## src/logic/pit_pkg.sv

```systemverilog
// Constants shared by the periodic interval timer files
package pit_pkg;

  // Register indices and their byte addresses on the bus
  localparam int          IDX_COUNTER  = 8;
  localparam int          IDX_RELOAD   = 9;
  localparam logic [31:0] ADDR_COUNTER = 32'(IDX_COUNTER * 4);
  localparam logic [31:0] ADDR_RELOAD  = 32'(IDX_RELOAD * 4);

  // Field layout
  localparam int COUNT_W     = 24;
  localparam int ENABLE_BIT  = 24;
  localparam int FLAG_BIT    = 25;
  localparam int MISSED_BIT  = 26;

  // Reset values
  localparam logic [23:0] RESET_COUNT  = 24'hffffff;
  localparam logic [23:0] RESET_RELOAD = 24'hffffff;
  localparam logic        RESET_FLAG   = 1'b0;
  localparam logic        RESET_MISSED = 1'b0;
  localparam logic        RESET_ENABLE = 1'b0;

  // Bus encodings
  localparam logic [1:0]  HTRANS_NONSEQ = 2'h2;
  localparam logic        HRESP_OKAY    = 1'b0;
  localparam int          HPROT_PRIV    = 1;
  localparam logic [31:0] READ_ZERO     = 32'h00000000;

  // Timing: wait states inserted in each read data phase
  localparam int          RD_WAIT_CYCLES = 1;

  // Data phase states
  typedef enum logic [3:0] {
    DP_IDLE   = 4'h1,
    DP_WRITE  = 4'h2,
    DP_RDWAIT = 4'h4,
    DP_RDOUT  = 4'h8
  } pit_dphase_t;

  // Register selection carried into the data phase
  typedef enum logic [2:0] {
    SEL_NONE    = 3'h1,
    SEL_COUNTER = 3'h2,
    SEL_RELOAD  = 3'h4
  } pit_sel_t;

endpackage : pit_pkg

```

## src/logic/pit_down_counter.sv

```systemverilog
// 24-bit down-counter with reload at zero and software load
`timescale 1ns/1ns
module pit_down_counter (
  input  wire logic        hclk,
  input  wire logic        hresetn,
  input  wire logic        load_en,
  input  wire logic [23:0] load_value,
  input  wire logic [23:0] reload_value,
  output logic      [23:0] count_value,
  output logic             at_zero
);

  assign at_zero = (count_value == 24'h000000);

  always_ff @(posedge hclk or negedge hresetn) begin
    if (!hresetn) begin
      count_value <= pit_pkg::RESET_COUNT;
    end else if (load_en) begin
      count_value <= load_value;
    end else if (at_zero) begin
      count_value <= reload_value;
    end else begin
      count_value <= count_value - 24'h000001;
    end
  end

endmodule : pit_down_counter

```

## src/logic/pit_timer.sv

```systemverilog
// Periodic interval timer with AHB-Lite register access
//
// The AHB-Lite interface to the registers was decided locally.
`timescale 1ns/1ns
module pit_timer (
  input  wire logic        hclk,
  input  wire logic        hresetn,
  input  wire logic        hsel,
  input  wire logic [31:0] haddr,
  input  wire logic [1:0]  htrans,
  input  wire logic        hwrite,
  input  wire logic [3:0]  hprot,
  input  wire logic [31:0] hwdata,
  input  wire logic        hready,
  output logic      [31:0] hrdata,
  output logic             hreadyout,
  output logic             hresp,
  input  wire logic        all_traps_disable,
  input  wire logic        counter_irq_mask,
  output logic             timer_irq
);

  pit_pkg::pit_dphase_t dp_state;
  pit_pkg::pit_dphase_t next_dp_state;
  pit_pkg::pit_sel_t    dp_sel;
  pit_pkg::pit_sel_t    next_sel;

  logic        addr_phase;
  logic        priv;
  logic        cnt_wr;
  logic        rl_wr;
  logic [23:0] count_value;
  logic        at_zero;
  logic [23:0] reload_value;
  logic        expiry_flag;
  logic        missed_expiry_flag;
  logic        expiry_irq_enable;
  logic [31:0] counter_word;
  logic [31:0] reload_word;
  logic [31:0] read_word;

  // Bus slave
  assign addr_phase = hsel && htrans[1] && hready;
  assign priv       = hprot[pit_pkg::HPROT_PRIV];
  assign hresp      = pit_pkg::HRESP_OKAY;
  // Reads take one wait state so a write just before is visible
  assign hreadyout  = (dp_state != pit_pkg::DP_RDWAIT);

  always_comb begin
    next_sel = pit_pkg::SEL_NONE;
    if (priv && haddr == pit_pkg::ADDR_COUNTER) begin
      next_sel = pit_pkg::SEL_COUNTER;
    end else if (priv && haddr == pit_pkg::ADDR_RELOAD) begin
      next_sel = pit_pkg::SEL_RELOAD;
    end
  end

  always_comb begin
    next_dp_state = pit_pkg::DP_IDLE;
    case (dp_state)
      pit_pkg::DP_RDWAIT: begin
        next_dp_state = pit_pkg::DP_RDOUT;
      end
      pit_pkg::DP_IDLE,
      pit_pkg::DP_WRITE,
      pit_pkg::DP_RDOUT: begin
        if (addr_phase && hwrite) begin
          next_dp_state = pit_pkg::DP_WRITE;
        end else if (addr_phase) begin
          next_dp_state = pit_pkg::DP_RDWAIT;
        end
      end
      default: begin
        next_dp_state = pit_pkg::DP_IDLE;
      end
    endcase
  end

  always_ff @(posedge hclk or negedge hresetn) begin
    if (!hresetn) begin
      dp_state <= pit_pkg::DP_IDLE;
    end else begin
      dp_state <= next_dp_state;
    end
  end

  always_ff @(posedge hclk or negedge hresetn) begin
    if (!hresetn) begin
      dp_sel <= pit_pkg::SEL_NONE;
    end else if (addr_phase) begin
      dp_sel <= next_sel;
    end
  end

  // Writes land at the end of the data phase
  assign cnt_wr = (dp_state == pit_pkg::DP_WRITE) && (dp_sel == pit_pkg::SEL_COUNTER);
  assign rl_wr  = (dp_state == pit_pkg::DP_WRITE) && (dp_sel == pit_pkg::SEL_RELOAD);

  assign counter_word = {8'h00, count_value};
  assign reload_word  = {5'h00, missed_expiry_flag, expiry_flag, expiry_irq_enable,
                         reload_value};

  always_comb begin
    read_word = pit_pkg::READ_ZERO;
    case (dp_sel)
      pit_pkg::SEL_COUNTER: begin
        read_word = counter_word;
      end
      pit_pkg::SEL_RELOAD: begin
        read_word = reload_word;
      end
      default: begin
        read_word = pit_pkg::READ_ZERO;
      end
    endcase
  end

  // Unmapped or user-mode reads return zero with OKAY
  always_ff @(posedge hclk or negedge hresetn) begin
    if (!hresetn) begin
      hrdata <= pit_pkg::READ_ZERO;
    end else if (dp_state == pit_pkg::DP_RDWAIT) begin
      hrdata <= read_word;
    end
  end

  // Counter
  // Count write takes effect next cycle
  pit_down_counter u_counter (
    .hclk         (hclk),
    .hresetn      (hresetn),
    .load_en      (cnt_wr),
    .load_value   (hwdata[pit_pkg::COUNT_W-1:0]),
    .reload_value (reload_value),
    .count_value  (count_value),
    .at_zero      (at_zero)
  );

  always_ff @(posedge hclk or negedge hresetn) begin
    if (!hresetn) begin
      reload_value      <= pit_pkg::RESET_RELOAD;
      expiry_irq_enable <= pit_pkg::RESET_ENABLE;
    end else if (rl_wr) begin
      reload_value      <= hwdata[pit_pkg::COUNT_W-1:0];
      expiry_irq_enable <= hwdata[pit_pkg::ENABLE_BIT];
    end
  end

  // Expiry sets flag; set beats a clearing write
  // Only a reload write clears it
  always_ff @(posedge hclk or negedge hresetn) begin
    if (!hresetn) begin
      expiry_flag <= pit_pkg::RESET_FLAG;
    end else if (at_zero) begin
      expiry_flag <= 1'b1;
    end else if (rl_wr) begin
      expiry_flag <= hwdata[pit_pkg::FLAG_BIT];
    end
  end

  // Missed expiry when flag still set
  always_ff @(posedge hclk or negedge hresetn) begin
    if (!hresetn) begin
      missed_expiry_flag <= pit_pkg::RESET_MISSED;
    end else if (at_zero && expiry_flag) begin
      missed_expiry_flag <= 1'b1;
    end else if (rl_wr) begin
      missed_expiry_flag <= hwdata[pit_pkg::MISSED_BIT];
    end
  end

  always_ff @(posedge hclk or negedge hresetn) begin
    if (!hresetn) begin
      timer_irq <= 1'b0;
    end else begin
      timer_irq <= expiry_flag && expiry_irq_enable && !counter_irq_mask
                   && !all_traps_disable;
    end
  end
endmodule : pit_timer

```

## config.mk

```make
export PLATFORM = sky130hd
export DESIGN_NAME = pit_timer
export DESIGN_NICKNAME = d
export VERILOG_FILES = /design/src/logic/pit_pkg.sv /design/src/logic/pit_down_counter.sv /design/src/logic/pit_timer.sv
export SDC_FILE = /design/constraint.sdc
export NUM_CORES = 1
export LEC_CHECK = 0
export BUFFER_PORTS_ARGS = -buffer_cell sky130_fd_sc_hd__buf_2
export CORE_AREA = 5 5 107 109
export DETAILED_ROUTE_END_ITERATION = 16
export DIE_AREA = 0 0 112 114
export GPL_ROUTABILITY_DRIVEN = 0
export PLACE_DENSITY = 0.67
export SYNTH_ARGS = -nofsm -noshare
export SYNTH_HDL_FRONTEND = slang
export SYNTH_HIERARCHICAL = 1
export SYNTH_SLANG_ARGS = --single-unit
```

## constraint.sdc

```tcl
create_clock -name hclk -period 3.9 [get_ports hclk]
set_input_delay 0.78 -clock hclk [delete_from_list [all_inputs] [get_ports hclk]]
set_output_delay 0.78 -clock hclk [all_outputs]
set_load 0.01 [all_outputs]
```

==> results of run 1 <==
==> sequential cells by signal (all words and copies together) (netlist names) <==
| signal | flops |
|---|---|
| dp_sel | 3 |
| hrdata | 27 |
| timer_irq | 1 |
| dp_state | 4 |
| missed_expiry_flag | 1 |
| expiry_flag | 1 |
| expiry_irq_enable | 1 |
| reload_value | 24 |
| u_counter/count_value | 24 |
==> logic make-up (layout without fill, tap and decap cells) <==
group	Yosys count	count (layout)	synth area share, %
and+or+nand+nor	144	144	17.10
DFF	86	86	49.77
buffers and inverters	41	129	4.724
other	1	6	0.08428
xor gates and xnor gates	15	15	2.953
AOI/OAI and AO/OA	91	91	13.84
adders and majority gates	2	2	0.5623
muxes	39	39	10.97
==> worst max-delay path by stage <==
| stage | start | end | slack [ns] | depth (start not counted) |
|---|---|---|---|---|
| 2_1_floorplan | u_counter/count_value[8] | u_counter/count_value[1] | 1.53 | 7 |
| 3_3_place_gp | u_counter/count_value[8] | u_counter/count_value[18] | 1.28 | 5 |
| 3_5_place_dp | u_counter/count_value[8] | u_counter/count_value[18] | 1.21 | 5 |
| 4_1_cts | u_counter/count_value[8] | u_counter/count_value[18] | 1.19 | 5 |
| 5_1_grt | u_counter/count_value[12] | u_counter/count_value[19] | 1.08 | 5 |
| 6_report | u_counter/count_value[8] | u_counter/count_value[18] | 1.19 | 5 |
==> routing by layer <==
layer | GRT usage [%] | part of all wire (%)
met5 | 0 | 0
met4 | 6.010 | 1.9
met3 | 3.342 | 4.7
met2 | 27.62 | 49
met1 | 21.39 | 44
==> power breakdown <==
part	switching [W]	internal, W	total (W)
sequential	0.0000360	0.000965	0.00100
clock	0.000323	0.000229	0.000552
combinational	0.000108	0.0000981	0.000206
==> cell type report <==
class / instances / area share, %
well taps: 140 / 3.386
clock buffers: 10 / 2.467
clock inverters: 6 / 0.7497
multi-input cells: 297 / 39.59
flip-flops and latches: 86 / 42.81
repair buffers: 102 / 10.21
inverters: 11 / 0.7981
==> worst register-to-register path, delay by kind of cell, from the launching register on <==
| kind | cells | cell delay [ns] |
|---|---|---|
| simple gates | 4 | 1.95 |
| compound gates | 1 | 0.27 |
| flops | 1 | 0.40 |
==> Yosys cell counts (10+ instances only) <==
cell | number | area [µm²]
dfstp_2 | 50 | 1314
nor2_1 | 47 | 176.4
dfrtp_1 | 36 | 900.9
a21oi_1 | 27 | 135.1
nand2_1 | 27 | 101.4
a22oi_1 | 24 | 180.2
nor3_1 | 18 | 90.09
mux2_4 | 17 | 255.2
clkbuf_1 | 14 | 52.55
mux2i_1 | 12 | 120.1
inv_1 | 11 | 41.29
nor4_1 | 11 | 68.82
mux2_2 | 10 | 112.6
o21ai_0 | 10 | 50.05
o31ai_1 | 10 | 75.07
==> per-stage QoR <==
step	utilization (%)	hold WS, ns	total power [W]	worst slack, ns
after global routing	49.24	0.5458	0.001851	1.085
final	49.24	0.5099	0.001759	1.191
after CTS	49.24	0.5182	0.001781	1.195
after global placement	47.65	0.4785	0.001220	1.278
after floorplan	-	0.4658	0.001109	1.529
after detailed placement	47.65	0.4955	0.001227	1.208
==> flow_metrics.py, run 1 <==
metrics = {
    "worst_setup_path": {
        "r2r_slack_ns": 1.19,
        "r2r-start": "u_counter/count_value[8]",
        "critPathKind": "register to register",
        "slowest_delay_ns": 0.64,
        "r2r-end": "u_counter/count_value[18]",
        "crit_required_ns": 4.17,
        "critPathLaunchType": "register",
        "r2r_cells": 5,
        "endpoint_kind": "register",
        "path_max_fanout": 21,
        "critPathBufInv": 0,
        "critPathSlowestCell": "or4_1",
        "cp_cell_sequence": "or4_4 -> or4_1 -> or3_4 -> and3_1 -> o31ai_1",
        "crit_family": "simple AND/OR/NAND/NOR gates",
        "cp.arrival_ns": 2.98,
    },
    "power_and_ir_drop": {
        "p_leak_nw": 2.237,
        "ir_worst_vdd_uv": 168.5,
        "p_per_area_mw_per_mm2": 339.9,
    },
    "logic_synthesis": {
        "synth_area_mm2": 0.004449,
        "yosysSeqAreaShare_pct": 49.78,
        "synth_cells": 419,
        "ys_seq_elements": 86,
        "synthArstFlopShare_pct": 100.0,
        "synth_area_per_cell_um2": 10.62,
        "synth-edff-count": 0,
        "yosysWarnings": 6,
        "synthDistinctLibCells": 49,
        "ys.flop_type": "dfstp_2",
    },
    "global_route": {
        "antenna_found_initial": 0,
        "grt_max_degree": 83,
        "grt_first_pass_wirelength_um": 17130,
        "track_usage_pct": 16.52,
        "grt_pass1_vias": 3498,
        "grt_overflow": 0,
    },
    "cells_and_area": {
        "multi_input_area_mm2": 0.002048,
        "num_antenna_cells": 0,
        "fin_area_mm2": 0.005174,
        "final_common_cell": "buf_2",
        "fill_cells": 1000,
        "nets": 586,
        "syn_to_final_growth_pct": 16.28,
        "seq_area_mm2": 0.002215,
        "instances_no_fill": 652,
        "final_cell_mix": "buf_2 (95), dfstp_2 (50), nor2_1 (47), dfrtp_1 (36)",
        "drive_above_1_share_pct": 40.04,
    },
    "sta": {
        "period_share_pct": 69.45,
        "finalSetupTns_ns": 0,
        "min_period_ns": 2.709,
        "hold_violations": 0,
        "fin_skew_ns": 0.01110,
        "max_freq_ghz": 0.3692,
        "final-max-slew-violation-count": 0,
        "rsz0062_at_grt": "false",
        "final-setup-viol-count": 0,
        "slew_headroom_pct": 31.75,
        "max_slew.worst_pin.slew_ns": 1.024,
    },
    "placement": {
        "dp.final_hpwl_um": 7231,
        "placed_cell_area_mm2": 0.005007,
        "numPortBuffers": 96,
        "post-place-cells": 636,
    },
    "worst_hold_path": {
        "hold_class": "register to register",
        "min_from": "hrdata[26]",
        "min_path_cells": 1,
        "hold_end": "hrdata[26]",
    },
    "cts": {
        "tritoncts": "yes",
        "root_buffer": "clkbuf_8",
        "clk_latency_ns": 0.36,
        "post_cts_buffers": 0,
        "clock_path_buffers": 2,
        "cts_resized": 0,
        "postCtsHoldBufs": 0,
        "cts_inserted_buffers": 9,
        "clk_pin_slew_ns": 0.09,
        "htree_levels": 3,
        "cts_sinks": 86,
    },
    "route": {
        "viasPerCell": 5.322,
        "wl_um": 10470,
        "via_count": 3470,
        "route.detailed.wl_per_inst_um": 16.06,
        "drt_iter0_drc": 129,
        "ant_nets": 0,
        "firstDrtPassIters": 4,
        "route.detailed.drc": 0,
    },
    "floorplanning": {
        "die_w_um": 112,
        "core_mm2": 0.01051,
        "die_area_mm2": 0.01277,
        "die_h_um": 114,
        "io_pins": 112,
        "start_util_pct": 42.34,
        "rows": 38,
    },
    "run": {
        "drv_cap": 0,
    },
    "outcome": {
        "status": "finished, final reports clean",
    },
}
Note: power is estimated with default switching activity, not from simulation.
==> inputs of run 2 (changes only) <==
--- a/config.mk
+++ b/config.mk
@@ -5,12 +5,13 @@
 export SDC_FILE = /design/constraint.sdc
 export NUM_CORES = 1
 export LEC_CHECK = 0
+export ABC_AREA = 1
 export BUFFER_PORTS_ARGS = -buffer_cell sky130_fd_sc_hd__buf_2
-export CORE_AREA = 5 5 107 109
+export CORE_AREA = 5 5 114 116
 export DETAILED_ROUTE_END_ITERATION = 16
-export DIE_AREA = 0 0 112 114
+export DIE_AREA = 0 0 119 121
 export GPL_ROUTABILITY_DRIVEN = 0
-export PLACE_DENSITY = 0.67
+export PLACE_DENSITY = 0.68
 export SYNTH_ARGS = -nofsm -noshare
 export SYNTH_HDL_FRONTEND = slang
 export SYNTH_HIERARCHICAL = 1
==> constraint.sdc (replaced) <==
create_clock -name hclk -period 2.3 [get_ports hclk]
set_input_delay 0.46 -clock hclk [delete_from_list [all_inputs] [get_ports hclk]]
set_output_delay 0.46 -clock hclk [all_outputs]
set_load 0.01 [all_outputs]
==> run 2 against run 1 <==
  * Synthesized cell count increased by 62%
  * Critical path depth did not move
  * Register-to-register slack worse by 0.67 ns
  * Via count increased by 32%
  * Largest cell class is now multi-input gates
  * Power is 130% higher
  * Count of clock-buffer cells in the layout fell by 1
  * First-iteration DRC count up 140%
  * Sequential share of layout area is 5.4 points lower
==> flow_metrics.py, run 2 <==
metrics = {
    "logic_synthesis": {
        "synth_area_per_cell_um2": 7.424,
        "ys_seq_elements": 86,
        "yosysSeqAreaShare_pct": 43.93,
        "ys_top_cells_by_count": "nand2_1 (247), nor2_1 (104), nand3_1 (72)",
        "yosysTopAreaCell": "dfstp_2",
        "synth_area_mm2": 0.005041,
        "synthArstFlopShare_pct": 100.0,
        "synth_cells": 679,
        "synth_top_area_share_pct": 26.06,
        "ys_top_cells_by_area": "dfstp_2 (26%), nand2_1 (18%), dfrtp_1 (18%)",
        "yosysWarnings": 6,
        "synth-edff-count": 0,
        "ys.flop_type": "dfstp_2",
        "yosysMostFrequentCell": "nand2_1",
        "synthDistinctLibCells": 35,
    },
    "floorplanning": {
        "io_pins": 112,
        "start_util_pct": 42.68,
        "core_mm2": 0.01181,
        "die_h_um": 121,
        "die_area_mm2": 0.01440,
        "rows": 40,
        "die_w_um": 119,
    },
    "power_and_ir_drop": {
        "swShare_pct": 29.53,
        "pwr-share-comb_pct": 19.1,
        "p_leak_nw": 2.913,
        "p_per_area_mw_per_mm2": 694.5,
        "p_int_w": 0.002897,
        "ir_worst_vdd_uv": 438.2,
        "seqPwrFrac_pct": 45.3,
        "power.switching_w": 0.001214,
        "pwr-share-clk_pct": 35.7,
        "finalPower_w": 0.004112,
    },
    "placement": {
        "dp.final_hpwl_um": 8771,
        "numPortBuffers": 96,
    },
    "global_route": {
        "grt_overflow": 0,
        "track_usage_pct": 17.64,
        "grt_pass1_vias": 4501,
        "grt_first_pass_wirelength_um": 20930,
        "antenna_found_initial": 0,
        "grt_max_degree": 54,
    },
    "cells_and_area": {
        "drive_above_1_share_pct": 27.52,
        "fill_cells": 1160,
        "seq_area_mm2": 0.002215,
        "reg.largest.list": "hrdata x27, reload_value x24, u_counter/count_value x24",
        "num_antenna_cells": 0,
        "syn_to_final_growth_pct": 17.45,
        "multi_input_area_mm2": 0.002419,
        "final_cell_mix": "nand2_1 (247), nor2_1 (104), buf_2 (95), nand3_1 (72), inv_1 (52)",
        "largest_reg_flops": 27,
        "nets": 848,
        "regMostFlops": "hrdata",
        "final_common_cell": "nand2_1",
    },
    "sta": {
        "max_slew.worst_pin.slew_ns": 0.5493,
        "min_period_ns": 1.862,
        "final-setup-viol-count": 0,
        "slew_headroom_pct": 63.33,
        "period_share_pct": 80.93,
        "fin_skew_ns": 0.007049,
        "final-max-slew-violation-count": 0,
        "rsz0062_at_grt": "false",
        "finalSetupTns_ns": 0,
        "hold_violations": 0,
        "max_freq_ghz": 0.5372,
    },
    "worst_setup_path": {
        "critPathKind": "register to output pin",
        "critPathLaunchType": "register",
        "r2r_slack_ns": 0.52,
        "endpoint_kind": "output pin",
        "crit_start": "dp_state[1]",
        "crit_required_ns": 1.84,
        "path_max_fanout": 4,
        "r2r-start": "dp_state[2]",
        "cp.arrival_ns": 1.40,
    },
    "cts": {
        "clk_latency_ns": 0.34,
        "cts_inserted_buffers": 9,
        "cts_sinks": 86,
        "root_buffer": "clkbuf_16",
        "cts_resized": 0,
        "clock_path_buffers": 2,
        "tritoncts": "yes",
        "htree_levels": 3,
        "clk_pin_slew_ns": 0.07,
    },
    "route": {
        "route.detailed.wl_per_inst_um": 13.51,
        "via_count": 4588,
        "drt_iter0_drc": 312,
        "route.detailed.drc": 0,
        "wl_um": 12440,
        "ant_nets": 0,
        "viasPerCell": 4.982,
        "firstDrtPassIters": 7,
    },
    "worst_hold_path": {
        "hold_class": "primary input to register",
        "min_from": "all_traps_disable",
    },
    "outcome": {
        "status": "finished, final reports clean",
    },
    "run": {
        "drv_cap": 0,
    },
}
## run 2: changes by cell type after synthesis, moves of 11 or more
cell	change
nand2_1	+220
a21oi_1	-25
nand3_1	+68
mux2_4	-17
a31oi_2	+21
nor3_1	-16
mux2i_1	-11
inv_1	+41
nor2_1	+57
a22oi_1	-23
## run 2: what timing repair did
item	in CTS	in global routing
setup buffers	0	0
hold buffers	1	0
endpoints found under the hold margin	4	0
## run 2: cells by family after synthesis
| family | after synthesis | share of synthesized area, % |
|---|---|---|
| and+or+nand+nor | 462 | 39.34 |
| buffers and inverters | 88 | 8.588 |
| DFF | 86 | 43.93 |
| AOI/OAI and AO/OA | 36 | 6.850 |
| xor gates and xnor gates | 3 | 0.5213 |
| adders and majority gates | 2 | 0.4963 |
| other | 1 | 0.07439 |
| muxes | 1 | 0.1986 |
## run 2: metal layers
layer / up-vias / track usage, % / share of wire (%)
met1: 2153 / 21.76 / 43
met5: - / 0 / 0
met3: 14 / 3.030 / 5.0
met2: 107 / 31.33 / 51
li1: 2314 / - / -
met4: 0 / 5.648 / 1.3
## run 2: path summary, 6_finish.rpt
| kind | to | cells after the start |
|---|---|---|
| max in group asynchronous | reload_value[2] | 3 |
| min | timer_irq | 2 |
| min reg2reg | reload_value[16] | 2 |
| min in group asynchronous | timer_irq | 2 |
| max | hreadyout | 5 |
| max reg2reg | u_counter/count_value[4] | 7 |
## run 2: power groups by stage
| stage | Combinational [W] | Clock [W] | Sequential [W] |
|---|---|---|---|
| final | 0.000784 | 0.00147 | 0.00186 |
| after global routing | 0.000896 | 0.00156 | 0.00188 |
| after CTS | 0.000797 | 0.00149 | 0.00186 |
| after detailed placement | 0.000788 | 0 | 0.00189 |
| after global placement | 0.000765 | 0 | 0.00188 |
| after floorplan | 0.000475 | 0 | 0.00190 |
## run 2: through the flow
stage / cells / hold WS [ns] / utilization, % / area, µm² / setup slack [ns]
after floorplan: 684 / 0.1644 / - / 5060 / 0.7793
after global placement: 904 / 0.3616 / 47.51 / 5612 / 0.5428
after detailed placement: 904 / 0.3641 / 47.51 / 5612 / 0.5434
after CTS: 921 / 0.2567 / 50.13 / 5921 / 0.3957
after global routing: 921 / 0.2649 / 50.13 / 5921 / 0.3181
final: 921 / 0.2595 / 50.13 / 5921 / 0.4385
## run 2: worst max-delay path: stages, from the launching register on
cell and delay [ns]:
dfrtp_1 0.40, nor2_2 0.12, inv_2 0.06, nor3_4 0.20
inv_1 0.12, buf_2 0.16
## run 2: cell type report
| type | instances | area share (%) |
|---|---|---|
| inverter | 57 | 3.614 |
| tap | 147 | 3.107 |
| clock inverter | 7 | 1.247 |
| timing repair buffer | 105 | 9.975 |
| sequential | 86 | 37.40 |
| clock buffer | 9 | 3.804 |
| multi-input combinational | 510 | 40.85 |
